[src/hw/solenoid_regs_pkg.sv]
// package: register map, field layouts and drive types of the solenoid channel register bank
package solenoid_regs_pkg;

  // register addresses
  localparam int unsigned ADDR_W         = 4;
  localparam logic [3:0]  ADDR_CFG_FIRST = 4'h1;
  localparam logic [3:0]  ADDR_CFG_LAST  = 4'h8;
  localparam logic [3:0]  ADDR_FAULT     = 4'h9;

  // reset values
  localparam logic [31:0] CFG_RST        = 32'h0000_0000;
  localparam logic [31:0] FAULT_RST      = 32'h0000_0000;
  localparam logic [31:0] RDATA_RST      = 32'h0000_0000;

  // setup word field positions (lsb of each field)
  localparam int unsigned CFG_HALF_SCALE_POS = 31;
  localparam int unsigned CFG_HOLD_POS       = 24;
  localparam int unsigned CFG_ACT_SRC_POS    = 23;
  localparam int unsigned CFG_HIT_POS        = 16;
  localparam int unsigned CFG_HIT_T_POS      = 8;
  localparam int unsigned CFG_REG_METHOD_POS = 7;
  localparam int unsigned CFG_SIDE_POS       = 6;
  localparam int unsigned CFG_CHOP_DIV_POS   = 4;
  localparam int unsigned CFG_SLEW_POS       = 3;
  localparam int unsigned CFG_OPEN_LOAD_CHECK_EN_POS      = 2;
  localparam int unsigned CFG_PLUNGER_EN_POS = 1;
  localparam int unsigned CFG_EXCITE_EN_POS  = 0;

  // fault register field positions
  localparam int unsigned FLT_OVERCURRENT_POS = 24;
  localparam int unsigned FLT_EXCITE_MISS_POS = 16;
  localparam int unsigned FLT_OPEN_LOAD_POS   = 8;
  localparam int unsigned FLT_PLUNGER_POS     = 0;

  // level and excitation-time codes
  localparam logic [6:0] LEVEL_OFF         = 7'h00;
  localparam logic [6:0] LEVEL_FULL        = 7'h7f;
  localparam logic [7:0] HIT_T_NONE        = 8'h00;
  localparam logic [7:0] HIT_T_CONT        = 8'hff;
  localparam logic [5:0] CHOP_PER_UNIT     = 6'h28; // chopping periods per excitation unit
  localparam logic [1:0] CHOP_DIV_MAX_TERM = 2'h3;  // terminal count for divide by four

  // one channel setup word, bit 31 first
  typedef struct packed {
    logic       half_scale_sel;
    logic [6:0] hold_level;
    logic       activation_source_sel;
    logic [6:0] excite_level;
    logic [7:0] excite_time;
    logic       regulation_method_sel;
    logic       side_sel;
    logic [1:0] chop_divider_sel;
    logic       slew_limit_en;
    logic       open_load_check_en;
    logic       plunger_check_en;
    logic       excite_check_en;
  } cfg_t;

  // fault flags (and raw fault events), one bit per channel in each field
  typedef struct packed {
    logic [7:0] overcurrent_flags;
    logic [7:0] excite_miss_flags;
    logic [7:0] open_load_flags;
    logic [7:0] plunger_motion_flags;
  } fault_t;

  // per-channel drive and diagnostic controls towards the output stage
  typedef struct packed {
    logic       active;
    logic       excite_phase;
    logic       high_side;
    logic       hs_gate;
    logic       ls_gate;
    logic       reg_en;
    logic [6:0] level;
    logic       half_scale;
    logic       current_reg;
    logic       slew_en;
    logic       chop_tick;
    logic       ol_run;
    logic       plunger_run;
    logic       excite_chk_run;
  } drive_t;

endpackage

[src/hw/channel_drive_seq.sv]
// module: per-channel activation, excitation/sustain sequencing and output decode
`timescale 1ns/1ps
module channel_drive_seq (
  // clock and reset
  input  wire logic                      sys_clk_i,
  input  wire logic                      nrst_i,
  // channel setup
  input  wire solenoid_regs_pkg::cfg_t   cfg_i,
  // activation and timing inputs
  input  wire logic                      serial_channel_on_bit_i,
  input  wire logic                      external_trigger_pin_i,
  input  wire logic                      base_chop_tick_i,
  // drive controls
  output solenoid_regs_pkg::drive_t      drive_o
);

  typedef enum logic [1:0] {
    PH_IDLE,
    PH_EXCITE,
    PH_HOLD
  } phase_t;

  typedef struct packed {
    phase_t                    phase;
    logic [1:0]                pre;
    logic [5:0]                sub;
    logic [7:0]                units;
    solenoid_regs_pkg::drive_t drv;
  } seq_state_t;

  seq_state_t st_r;
  seq_state_t st_nxt;

  logic       act;
  logic [1:0] term;
  logic       tick;
  logic       high;
  logic [6:0] lvl;

  // next-state logic
  always_comb
  begin
    st_nxt = st_r;
    act    = cfg_i.activation_source_sel ? external_trigger_pin_i
                                         : serial_channel_on_bit_i;
    term   = 2'(solenoid_regs_pkg::CHOP_DIV_MAX_TERM - cfg_i.chop_divider_sel);
    tick   = base_chop_tick_i && (st_r.pre >= term);
    if (base_chop_tick_i)
    begin
      st_nxt.pre = tick ? 2'h0 : 2'(st_r.pre + 2'h1);
    end
    // excitation timing in units of 40 chopping periods
    if (!act)
    begin
      st_nxt.phase = PH_IDLE;
    end
    else
    begin
      case (st_r.phase)
        PH_IDLE:
        begin
          st_nxt.sub   = 6'h00;
          st_nxt.units = cfg_i.excite_time;
          st_nxt.phase = (cfg_i.excite_time == solenoid_regs_pkg::HIT_T_NONE) ? PH_HOLD
                                                                               : PH_EXCITE;
        end
        PH_EXCITE:
        begin
          if (tick && cfg_i.excite_time != solenoid_regs_pkg::HIT_T_CONT)
          begin
            if (st_r.sub == 6'(solenoid_regs_pkg::CHOP_PER_UNIT - 6'h01))
            begin
              st_nxt.sub = 6'h00;
              if (st_r.units <= 8'h01)
              begin
                st_nxt.phase = PH_HOLD;
              end
              else
              begin
                st_nxt.units = 8'(st_r.units - 8'h01);
              end
            end
            else
            begin
              st_nxt.sub = 6'(st_r.sub + 6'h01);
            end
          end
        end
        default:
        begin
          st_nxt.phase = PH_HOLD;
        end
      endcase
    end
    // output decode from the new phase
    high = cfg_i.regulation_method_sel & cfg_i.side_sel;
    lvl  = (st_nxt.phase == PH_EXCITE) ? cfg_i.excite_level : cfg_i.hold_level;
    st_nxt.drv.active       = (st_nxt.phase != PH_IDLE);
    st_nxt.drv.excite_phase = (st_nxt.phase == PH_EXCITE);
    st_nxt.drv.high_side    = high;
    st_nxt.drv.level        = lvl;
    st_nxt.drv.half_scale   = cfg_i.half_scale_sel;
    st_nxt.drv.current_reg  = ~cfg_i.regulation_method_sel;
    st_nxt.drv.slew_en      = cfg_i.slew_limit_en & ~high;
    st_nxt.drv.chop_tick    = tick;
    st_nxt.drv.ol_run       = cfg_i.open_load_check_en;
    st_nxt.drv.plunger_run  = cfg_i.plunger_check_en & (st_nxt.phase != PH_IDLE);
    st_nxt.drv.excite_chk_run = cfg_i.excite_check_en & ~cfg_i.regulation_method_sel
                                & (st_nxt.phase == PH_EXCITE);
    if (st_nxt.phase == PH_IDLE || lvl == solenoid_regs_pkg::LEVEL_OFF)
    begin
      st_nxt.drv.hs_gate = ~high; // inactive rail per side
      st_nxt.drv.ls_gate = high;
      st_nxt.drv.reg_en  = 1'b0;
    end
    else if (lvl == solenoid_regs_pkg::LEVEL_FULL)
    begin
      st_nxt.drv.hs_gate = high;  // fully on per side
      st_nxt.drv.ls_gate = ~high;
      st_nxt.drv.reg_en  = 1'b0;
    end
    else
    begin
      st_nxt.drv.hs_gate = 1'b0;  // regulated duty cycle or current
      st_nxt.drv.ls_gate = 1'b0;
      st_nxt.drv.reg_en  = 1'b1;
    end
  end

  // state register
  always_ff @(posedge sys_clk_i)
  begin
    if (!nrst_i)
    begin
      st_r <= '0;
    end
    else
    begin
      st_r <= st_nxt;
    end
  end

  assign drive_o = st_r.drv;

endmodule // channel_drive_seq

[src/hw/solenoid_channel_config_fault_regs.sv]
// module: channel setup words and clear-on-read fault flags of the eight-channel driver
//
// Behaviour
// setup bit 31 picks full scale when 0, half scale when 1.
// sustain level bits 30:24: 0 off, 127 fully on, else regulated.
// bit 23 picks serial on-bit (0) or external trigger pin (1).
// excitation level bits 22:16 decode like the sustain level.
// bits 15:8 excitation time: 0 none, 1-254 times 40 chops, 255 continuous.
// bit 7: 0 current regulation, 1 voltage regulation.
// bit 6 high side only under voltage regulation; current regulation is low side.
// bits 5:4 divide base chopping frequency by 4, 3, 2 or 1.
// bit 3 enables slew-limited transitions in low-side mode.
// bit 2 enables the open-load check; clear means never run.
// bit 1 enables the plunger-movement check; clear means never run.
// bit 0 enables the excitation-current-reached check.
// reading the fault register at 0x09 clears all its flags.
// fault bits 31:24 are per-channel overcurrent flags.
// fault bits 23:16 flag excitation current not reached.
// fault bits 15:8 are per-channel open-load flags.
// fault bits 7:0 are per-channel plunger-movement flags.
// setup words sit at addresses 0x01 to 0x08, one per channel.
// missed excitation current is flagged only under current regulation.
// bit n of each fault field belongs to channel n.
`timescale 1ns/1ps
module solenoid_channel_config_fault_regs #(
  parameter int unsigned NUM_CH = 8
) (
  // clock and reset
  input  wire logic                                 sys_clk_i,
  input  wire logic                                 nrst_i,
  // register access port
  input  wire logic [solenoid_regs_pkg::ADDR_W-1:0] reg_addr_i,
  input  wire logic                                 reg_wr_i,
  input  wire logic                                 reg_rd_i,
  input  wire logic [31:0]                          reg_wdata_i,
  output logic      [31:0]                          reg_rdata_o,
  output logic                                      reg_rvalid_o,
  // channel activation and chopping time base
  input  wire logic [NUM_CH-1:0]                    serial_channel_on_bit_i,
  input  wire logic [NUM_CH-1:0]                    external_trigger_pin_i,
  input  wire logic                                 base_chop_tick_i,
  // raw fault events from the output stages
  input  wire solenoid_regs_pkg::fault_t            fault_evt_i,
  // drive controls per channel
  output solenoid_regs_pkg::drive_t [NUM_CH-1:0]    drive_o
);

  // fault fields are one byte wide, so the channel count is fixed
  if (NUM_CH != 8)
  begin : g_bad_ch
    $error("NUM_CH must be 8 to match the fault register layout");
  end

  typedef struct packed {
    solenoid_regs_pkg::cfg_t [NUM_CH-1:0] cfg;
    solenoid_regs_pkg::fault_t            flags;
    logic [31:0]                          rdata;
    logic                                 rvalid;
  } regs_state_t;

  regs_state_t st_r;
  regs_state_t st_nxt;

  // per-channel qualified fault sets and helper vectors
  logic [NUM_CH-1:0] set_ocp;
  logic [NUM_CH-1:0] set_miss;
  logic [NUM_CH-1:0] set_ol;
  logic [NUM_CH-1:0] set_dpm;
  logic [NUM_CH-1:0] miss_ok_vec;
  logic [NUM_CH-1:0] open_load_check_en_vec;
  logic [NUM_CH-1:0] plunger_check_en_vec;
  logic [NUM_CH-1:0] cur_vec;
  logic [NUM_CH-1:0] hi_vec;

  logic in_cfg;
  logic rd_fault;

  // address decode
  assign in_cfg   = (reg_addr_i >= solenoid_regs_pkg::ADDR_CFG_FIRST)
                 && (reg_addr_i <= solenoid_regs_pkg::ADDR_CFG_LAST);
  assign rd_fault = reg_rd_i && (reg_addr_i == solenoid_regs_pkg::ADDR_FAULT);

  // per-channel sequencers and fault qualification
  for (genvar i = 0; i < NUM_CH; i++)
  begin : g_ch
    channel_drive_seq u_seq (
      .sys_clk_i               (sys_clk_i),
      .nrst_i                  (nrst_i),
      .cfg_i                   (st_r.cfg[i]),
      .serial_channel_on_bit_i (serial_channel_on_bit_i[i]),
      .external_trigger_pin_i  (external_trigger_pin_i[i]),
      .base_chop_tick_i        (base_chop_tick_i),
      .drive_o                 (drive_o[i])
    );
    assign miss_ok_vec[i] = st_r.cfg[i].excite_check_en
                          & ~st_r.cfg[i].regulation_method_sel;
    assign open_load_check_en_vec[i]   = st_r.cfg[i].open_load_check_en;
    assign plunger_check_en_vec[i]  = st_r.cfg[i].plunger_check_en;
    assign cur_vec[i]     = ~st_r.cfg[i].regulation_method_sel;
    assign hi_vec[i]      = drive_o[i].high_side;
    assign set_ocp[i]     = fault_evt_i.overcurrent_flags[i];
    assign set_miss[i]    = fault_evt_i.excite_miss_flags[i] & miss_ok_vec[i];
    assign set_ol[i]      = fault_evt_i.open_load_flags[i] & open_load_check_en_vec[i];
    assign set_dpm[i]     = fault_evt_i.plunger_motion_flags[i] & plunger_check_en_vec[i];
  end

  // register next-state logic
  always_comb
  begin
    st_nxt        = st_r;
    st_nxt.rvalid = reg_rd_i;
    // read data: unmapped addresses read as zero
    if (!reg_rd_i)
    begin
      st_nxt.rdata = st_r.rdata;
    end
    else if (in_cfg)
    begin
      st_nxt.rdata = st_r.cfg[3'(reg_addr_i - solenoid_regs_pkg::ADDR_CFG_FIRST)];
    end
    else if (reg_addr_i == solenoid_regs_pkg::ADDR_FAULT)
    begin
      st_nxt.rdata = st_r.flags;
    end
    else
    begin
      st_nxt.rdata = solenoid_regs_pkg::RDATA_RST;
    end
    // setup word writes; writes to the fault register are ignored
    if (reg_wr_i && in_cfg)
    begin
      st_nxt.cfg[3'(reg_addr_i - solenoid_regs_pkg::ADDR_CFG_FIRST)] = reg_wdata_i;
    end
    // clear on read, with a same-cycle event winning over the clear
    if (rd_fault)
    begin
      st_nxt.flags = solenoid_regs_pkg::FAULT_RST;
    end
    st_nxt.flags.overcurrent_flags    = st_nxt.flags.overcurrent_flags | set_ocp;
    st_nxt.flags.excite_miss_flags    = st_nxt.flags.excite_miss_flags | set_miss;
    st_nxt.flags.open_load_flags      = st_nxt.flags.open_load_flags | set_ol;
    st_nxt.flags.plunger_motion_flags = st_nxt.flags.plunger_motion_flags | set_dpm;
  end

  // state register
  always_ff @(posedge sys_clk_i)
  begin
    if (!nrst_i)
    begin
      st_r        <= '0;
      st_r.flags  <= solenoid_regs_pkg::FAULT_RST;
      st_r.rdata  <= solenoid_regs_pkg::RDATA_RST;
    end
    else
    begin
      st_r <= st_nxt;
    end
  end

  assign reg_rdata_o  = st_r.rdata;
  assign reg_rvalid_o = st_r.rvalid;
endmodule // solenoid_channel_config_fault_regs

[config.mk]
export PLATFORM = sky130hd
export DESIGN_NAME = solenoid_channel_config_fault_regs
export DESIGN_NICKNAME = d
export VERILOG_FILES = /design/src/hw/solenoid_regs_pkg.sv /design/src/hw/channel_drive_seq.sv /design/src/hw/solenoid_channel_config_fault_regs.sv
export SDC_FILE = /design/constraint.sdc
export NUM_CORES = 1
export LEC_CHECK = 0
export BUFFER_PORTS_ARGS = -buffer_cell sky130_fd_sc_hd__buf_2
export CORE_MARGIN = 2
export CORE_UTILIZATION = 30
export CTS_CLUSTER_DIAMETER = 60
export DETAILED_ROUTE_END_ITERATION = 12
export PLACE_DENSITY = 0.55
export SETUP_SLACK_MARGIN = 0.15
export SYNTH_ARGS = -nofsm -noshare
export SYNTH_HDL_FRONTEND = slang
export SYNTH_HIERARCHICAL = 1
export SYNTH_SLANG_ARGS = --single-unit
[constraint.sdc]
create_clock -name sys_clk_i -period 3.16 [get_ports sys_clk_i]
set_input_delay 0.158 -clock sys_clk_i [delete_from_list [all_inputs] [get_ports sys_clk_i]]
set_output_delay 0.158 -clock sys_clk_i [all_outputs]
set_load 0.02 [all_outputs]
==> results_dict.tcl, run 1 <==
set metrics [dict create \
    cts.path.max_buffers 3 \
    synth_edf_count 0 \
    postRouteWirelength_mm 107 \
    antenna_found_initial 5 \
    seq_area_um2 12500 \
    synth-seq-cells 625 \
    drc_errors 0 \
    fin_setup_tns_ns 0 \
    viasPerCell 5.17 \
    min_path_cells 4 \
    reg2reg_slack_ns 0.52 \
    irDropWorstVdd_mv 0.358 \
    grt_pass1_vias 22100 \
    rr_worst_depth 6 \
    slew_violations 0 \
    ys_warn_count 6 \
    hold_viol 0 \
    initial_core_util_pct 30.1 \
    worstSetupStartpointType "flip-flop" \
    core_um2 98000 \
    clk_latency_ns 0.63 \
    drt_iter0_drc 2225 \
    ys_top_cells_by_area "dfxtp_1 42%, mux2i_1 13%, nand2_1 5.7%, buf_4 5.1%, mux4_2 4.9%" \
    area_delta_synth_final_pct 15.1 \
    ant_nets 0 \
    worstMarginPinSlew_ns 0.894 \
    cts_inserted_buffers 75 \
    critPathArrivalTime_ns 3.14 \
    worstHoldStart "external_trigger_pin_i[4]" \
    stdcell_count 4621 \
    ctsResizeCount 0 \
    grt_max_degree 67 \
    synth_top_area_cell "dfxtp_1" \
    die_area_um2 101000 \
    std_cell_rows 115 \
    hold_path.class "in -> reg" \
    diodes 0 \
    h-tree-depth 3 \
    r2r_end "g_ch[3].u_seq/drive_o[14]" \
    multiInputGateArea_um2 14600 \
    timing.rr.start "g_ch[3].u_seq/st_r[24]" \
    powerDensity_nw_per_um2 558 \
    finalCritPeriodShare_pct 83.7 \
    layout_min_cycle_time_ns 2.64 \
    holdPathEnd "g_ch[4].u_seq/st_r[36]" \
    grt-ovfl-total 0 \
    cts_tree "done" \
    path_class "reg -> reg" \
    io-pin-count 282 \
    drt_pass1_iterations 5 \
    maxCapViolCount 0 \
    netlist_instances 3140 \
    setup_viol 0 \
    ys_seq_area_share_pct 42.4 \
    syn-cell-area_um2 29500 \
    synth.top_cell.area_share_pct 42.4 \
    final_nets 3409 \
    dp_hpwl_mm 80.1 \
    num-fill-cells 9966 \
    yosysUniqueCellTypes 55 \
    required_ns 3.66 \
    power_mw 19.0 \
    synth_fp_nets 3271 \
    wire_per_inst_um 23.2 \
    async_flop_share_pct 0 \
    drive_gt1_share_pct 18.3 \
    syn_avg_cell_area_um2 9.41 \
    relSlewSlack_pct 40.3 \
    clockRootBuffer "clkbuf_16" \
    endpoint_kind "flip-flop" \
    synth_top_flop_cell "dfxtp_1" \
    dp_cells 4434 \
    synth.most_common_cell "dfxtp_1" \
    finalWeightedCongestion 0.852 \
    power_leakage_nw 15.3 \
    finClkSkew_ns 0.0439 \
    num_vias 23900 \
    io_buffers 281 \
    netlist_top_cells_count "625 x dfxtp_1, 445 x nand2_1, 384 x mux2i_1" \
    outcome "finished clean" \
    track_usage_pct 20.5 \
    cts_num_sinks 625 \
    fmax_ghz 0.378 \
    grt_pass1_wl_mm 154 \
    rsz0062_at_grt "no" \
    cp_max_fo 14 \
    fp.dieH_um 318 \
    die_x_um 318 \
    clkTransAtPathRegs_ns 0.06 \
]
[timing repair]
| action | 4_1_cts | 5_1_grt |
|---|---|---|
| setup buffers | 0 | 0 |
| hold buffers | 54 | 0 |
| hold endpoints to repair | 38 | 0 |
[power breakdown]
group,total (mW),internal [mW],switching (mW)
Clock,8.69,5.11,3.57
Combinational,1.98,0.747,1.23
Sequential,8.29,8.07,0.218
[routing by layer]
metal | share of wire [%] | vias up | GRT usage, %
li1 | - | 11200 | -
met3 | 7.7 | 123 | 4.01
met2 | 42 | 887 | 30.1
met4 | 2.7 | 6 | 6.37
met5 | 0.13 | - | 0.851
met1 | 47 | 11700 | 29.9
[worst max-delay path by stage]
stage,from,to,slack [ns],cells after the start
after floorplan,g_ch[0].u_seq/st_r[24],g_ch[0].u_seq/drive_o[16],0.78,7
after global placement,g_ch[1].u_seq/st_r[24],g_ch[1].u_seq/drive_o[16],0.61,6
after detailed placement,g_ch[7].u_seq/st_r[24],g_ch[7].u_seq/drive_o[16],0.55,6
after CTS,g_ch[3].u_seq/st_r[24],g_ch[3].u_seq/drive_o[14],0.53,6
after global routing,g_ch[3].u_seq/st_r[24],g_ch[3].u_seq/drive_o[14],0.33,6
final,g_ch[3].u_seq/st_r[24],g_ch[3].u_seq/drive_o[14],0.52,6
[layout make-up]
class / count / area share (%)
Clock buffer: 109 / 6.46
Clock inverter: 24 / 0.787
Inverter: 57 / 0.629
Multi-Input combinational cell: 2107 / 43.0
Sequential cell: 625 / 36.8
Tap cell: 1287 / 4.74
Timing Repair Buffer: 412 / 7.61
[worst max-delay path, stage by stage, from the launching register on]
cell and delay, ns:
dfxtp_1 0.35, or3_4 0.41, or4b_4 0.53, or4_4 0.51
nand3_4 0.23, mux2i_1 0.26, a21boi_0 0.24
[flip-flops by register name, indices dropped and copies added (netlist names)]
signal / flops
reg_rvalid_o: 1
g_ch.u_seq/st_r: 144
st_r: 272
open_load_check_en_vec: 8
reg_rdata_o: 32
g_ch.u_seq/drive_o: 160
plunger_check_en_vec: 8
[metrics by stage]
| step | hold WS (ns) | instance area [um^2] | setup WS, ns | utilization (%) |
|---|---|---|---|---|
| finish | 0.0261 | 34000 | 0.516 | 34.7 |
| global route | 0.0557 | 34000 | 0.329 | 34.7 |
| CTS | 0.00612 | 34000 | 0.528 | 34.7 |
| detailed placement | 0.397 | 31000 | 0.548 | 31.6 |
| global placement | 0.388 | 31000 | 0.609 | 31.6 |
| floorplan | 0.297 | 29500 | 0.777 | - |
[logic make-up after synthesis]
logic type | count (synthesis) | share of synthesized area, %
AO/OA/AOI/OAI | 392 | 8.66
XOR/XNOR | 50 | 1.51
adder cells (fa/ha/maj) | 42 | 1.78
buffers and inverters | 408 | 8.30
flip-flops | 625 | 42.4
multiplexers | 449 | 18.0
AND/OR/NAND/NOR | 1174 | 19.4
[layout by cell type, fill, tap and decap left out, types with 40 or more instances in the layout]
master,count
nor3_1,40
xor2_1,41
nand4_1,50
buf_2,279
nor2_1,283
a21oi_1,112
dlygate4sd3_1,54
ha_1,41
and2_1,42
dfxtp_1,625
nand3_1,56
mux4_2,64
clkbuf_16,76
nor4_1,56
a22oi_1,48
inv_1,57
mux2i_1,384
nor2b_1,40
buf_4,74
nand2_1,445
o21ai_0,61
Power figures use the tool's default switching activity.
==> inputs of run 2 (changes only) <==
==> constraint.sdc (replaced) <==
create_clock -name sys_clk_i -period 2.5 [get_ports sys_clk_i]
set_input_delay 0.125 -clock sys_clk_i [delete_from_list [all_inputs] [get_ports sys_clk_i]]
set_output_delay 0.125 -clock sys_clk_i [all_outputs]
set_load 0.02 [all_outputs]
==> results_dict.tcl, run 2 (synthesis gave the netlist of run 1 again) <==
set metrics [dict create \
    clk_latency_ns 0.66 \
    path_class "reg -> reg" \
    min_path_cells 4 \
    post-place-ws_ns 0.0406 \
    track_usage_pct 21.0 \
    rsz0062_at_grt "yes" \
    num_vias 24600 \
    maxCapViolCount 0 \
    worstMarginPinSlew_ns 0.835 \
    fin_setup_tns_ns 0 \
    clkTransAtPathRegs_ns 0.06 \
    stdcell_count 4745 \
    cts_inserted_buffers 78 \
    startpoint "g_ch[6].u_seq/st_r[20]" \
    finClkSkew_ns 0.0513 \
    die_area_um2 101000 \
    place_area_um2 31700 \
    grt_max_degree 83 \
    grt_pass1_wl_mm 158 \
    io-pin-count 282 \
    wire_per_inst_um 23.4 \
    std_cell_rows 115 \
    grt-ovfl-total 0 \
    layout_commonest_cell "dfxtp_1" \
    critPathMaxStageDelay_ns 0.54 \
    endpoint_kind "flip-flop" \
    initial_core_util_pct 30.1 \
    irDropWorstVdd_mv 0.482 \
    critPathCapture "g_ch[6].u_seq/drive_o[16]" \
    drt_iter0_drc 2372 \
    finish.instance_area_um2 35500 \
    fmax_ghz 0.415 \
    power_leakage_nw 16.0 \
    powerDensity_nw_per_um2 711 \
    core_um2 98000 \
    slew_violations 0 \
    setup_viol 0 \
    antenna_found_initial 10 \
    postRouteWirelength_mm 111 \
    final_nets 3524 \
    hold_viol 0 \
    cts.path.max_buffers 3 \
    r2r_end "g_ch[6].u_seq/drive_o[16]" \
    cts_num_sinks 625 \
    finalWeightedCongestion 0.856 \
    worstSetupStartpointType "flip-flop" \
    setup_slack_ns 0.0919 \
    drive_gt1_share_pct 22.9 \
    hold_path.class "in -> reg" \
    drc_errors 0 \
    seq_area_um2 12500 \
    timing.rr.start "g_ch[6].u_seq/st_r[20]" \
    crit_chain "inv_1 > ha_4 > nor2_1 > or4b_4 > or4_4 > nand3_4 > mux2i_4 > a311oi_2" \
    h-tree-depth 3 \
    fp.dieH_um 318 \
    grt_pass1_vias 22600 \
    layout_min_cycle_time_ns 2.41 \
    drt_pass1_iterations 5 \
    cp_max_fo 5 \
    layout_common_cells "612 x dfxtp_1, 445 x nand2_1, 369 x mux2i_1" \
    ant_nets 0 \
    finalCritPeriodShare_pct 96.3 \
    crit_path_top_delay_cell "or4_4" \
    rr_worst_depth 8 \
    required_ns 2.98 \
    top_register "st_r" \
    num-fill-cells 9828 \
    cts_tree "done" \
    relSlewSlack_pct 43.8 \
    die_x_um 318 \
    multiInputGateArea_um2 14800 \
    critPathArrivalTime_ns 2.89 \
    largest_reg_flops 272 \
    outcome "finished clean" \
    viasPerCell 5.19 \
    area_delta_synth_final_pct 20.1 \
    clockRootBuffer "clkbuf_16" \
    dp_hpwl_mm 81.8 \
    dp_cells 4511 \
    reg2reg_slack_ns 0.09 \
    io_buffers 281 \
]
run 2: cell count changes in the layout (fill, tap and decap cells not counted), sizes merged:
cell | before | now
dlygate4sd3 | 54 | 48
clkinv | 10 | 14
bufinv | 3 | 7
clkinvlp | 2 | 9
nand3 | 66 | 71
buf | 358 | 470
clkbuf | 109 | 103
diode | 0 | 3
inv | 66 | 67
run 2: cell type report:
cell class,instances,area share (%)
sequential,625,35.3
clock buffer,102,6.21
multi-input combinational,2112,41.9
timing repair buffer,519,10.0
tap,1287,4.54
antenna,3,0.0212
inverter,57,0.603
clock inverter,40,1.46
run 2: per-layer routing:
layer | vias up | track usage (%) | routed length, um
li1 | 11400 | - | -
met1 | 12000 | 30.2 | 50700
met2 | 1036 | 30.1 | 46200
met3 | 152 | 5.32 | 10400
met4 | 4 | 7.67 | 3630
met5 | - | 0 | 24
run 2: what timing repair did:
item / CTS / global route
hold endpoints to repair: 91 / 0
hold buffers: 48 / 0
pin swaps: 8 / 17
resized for setup: 18 / 59
setup endpoints to repair: 45 / 108
cloned: 5 / 1
setup buffers: 21 / 14
run 2: through the flow:
stage	hold WS (ns)	power (mW)	utilization (%)
after detailed placement	0.359	13.2	32.3
final	0.0438	25.2	36.2
after global routing	0.0507	26.1	36.2
after floorplan	0.264	12.4	-
after CTS	0.000979	25.3	35.8
after global placement	0.356	13.2	32.3
run 2: critical path, delay by kind of cell, from the launching register on:
| family | cells | cell delay [ns] |
|---|---|---|
| buf+inv | 1 | 0.14 |
| mux | 1 | 0.27 |
| simple gates | 4 | 1.24 |
| flops | 1 | 0.34 |
| fa+ha+maj | 1 | 0.16 |
| compound gates | 1 | 0.11 |
run 2: worst min-delay path by stage:
stage / to / from
after detailed placement: st_r[58] / fault_evt_i[25]
after floorplan: st_r[57] / fault_evt_i[24]
after CTS: st_r[186] / reg_wdata_i[25]
after global placement: st_r[58] / fault_evt_i[25]
final: g_ch[5].u_seq/st_r[36] / serial_channel_on_bit_i[5]
after global routing: st_r[216] / reg_wdata_i[23]
run 2: report_power, final:
part | switching, mW | internal [mW]
registers | 0.267 | 10.2
logic | 1.68 | 1.16
clock network | 4.85 | 7.04
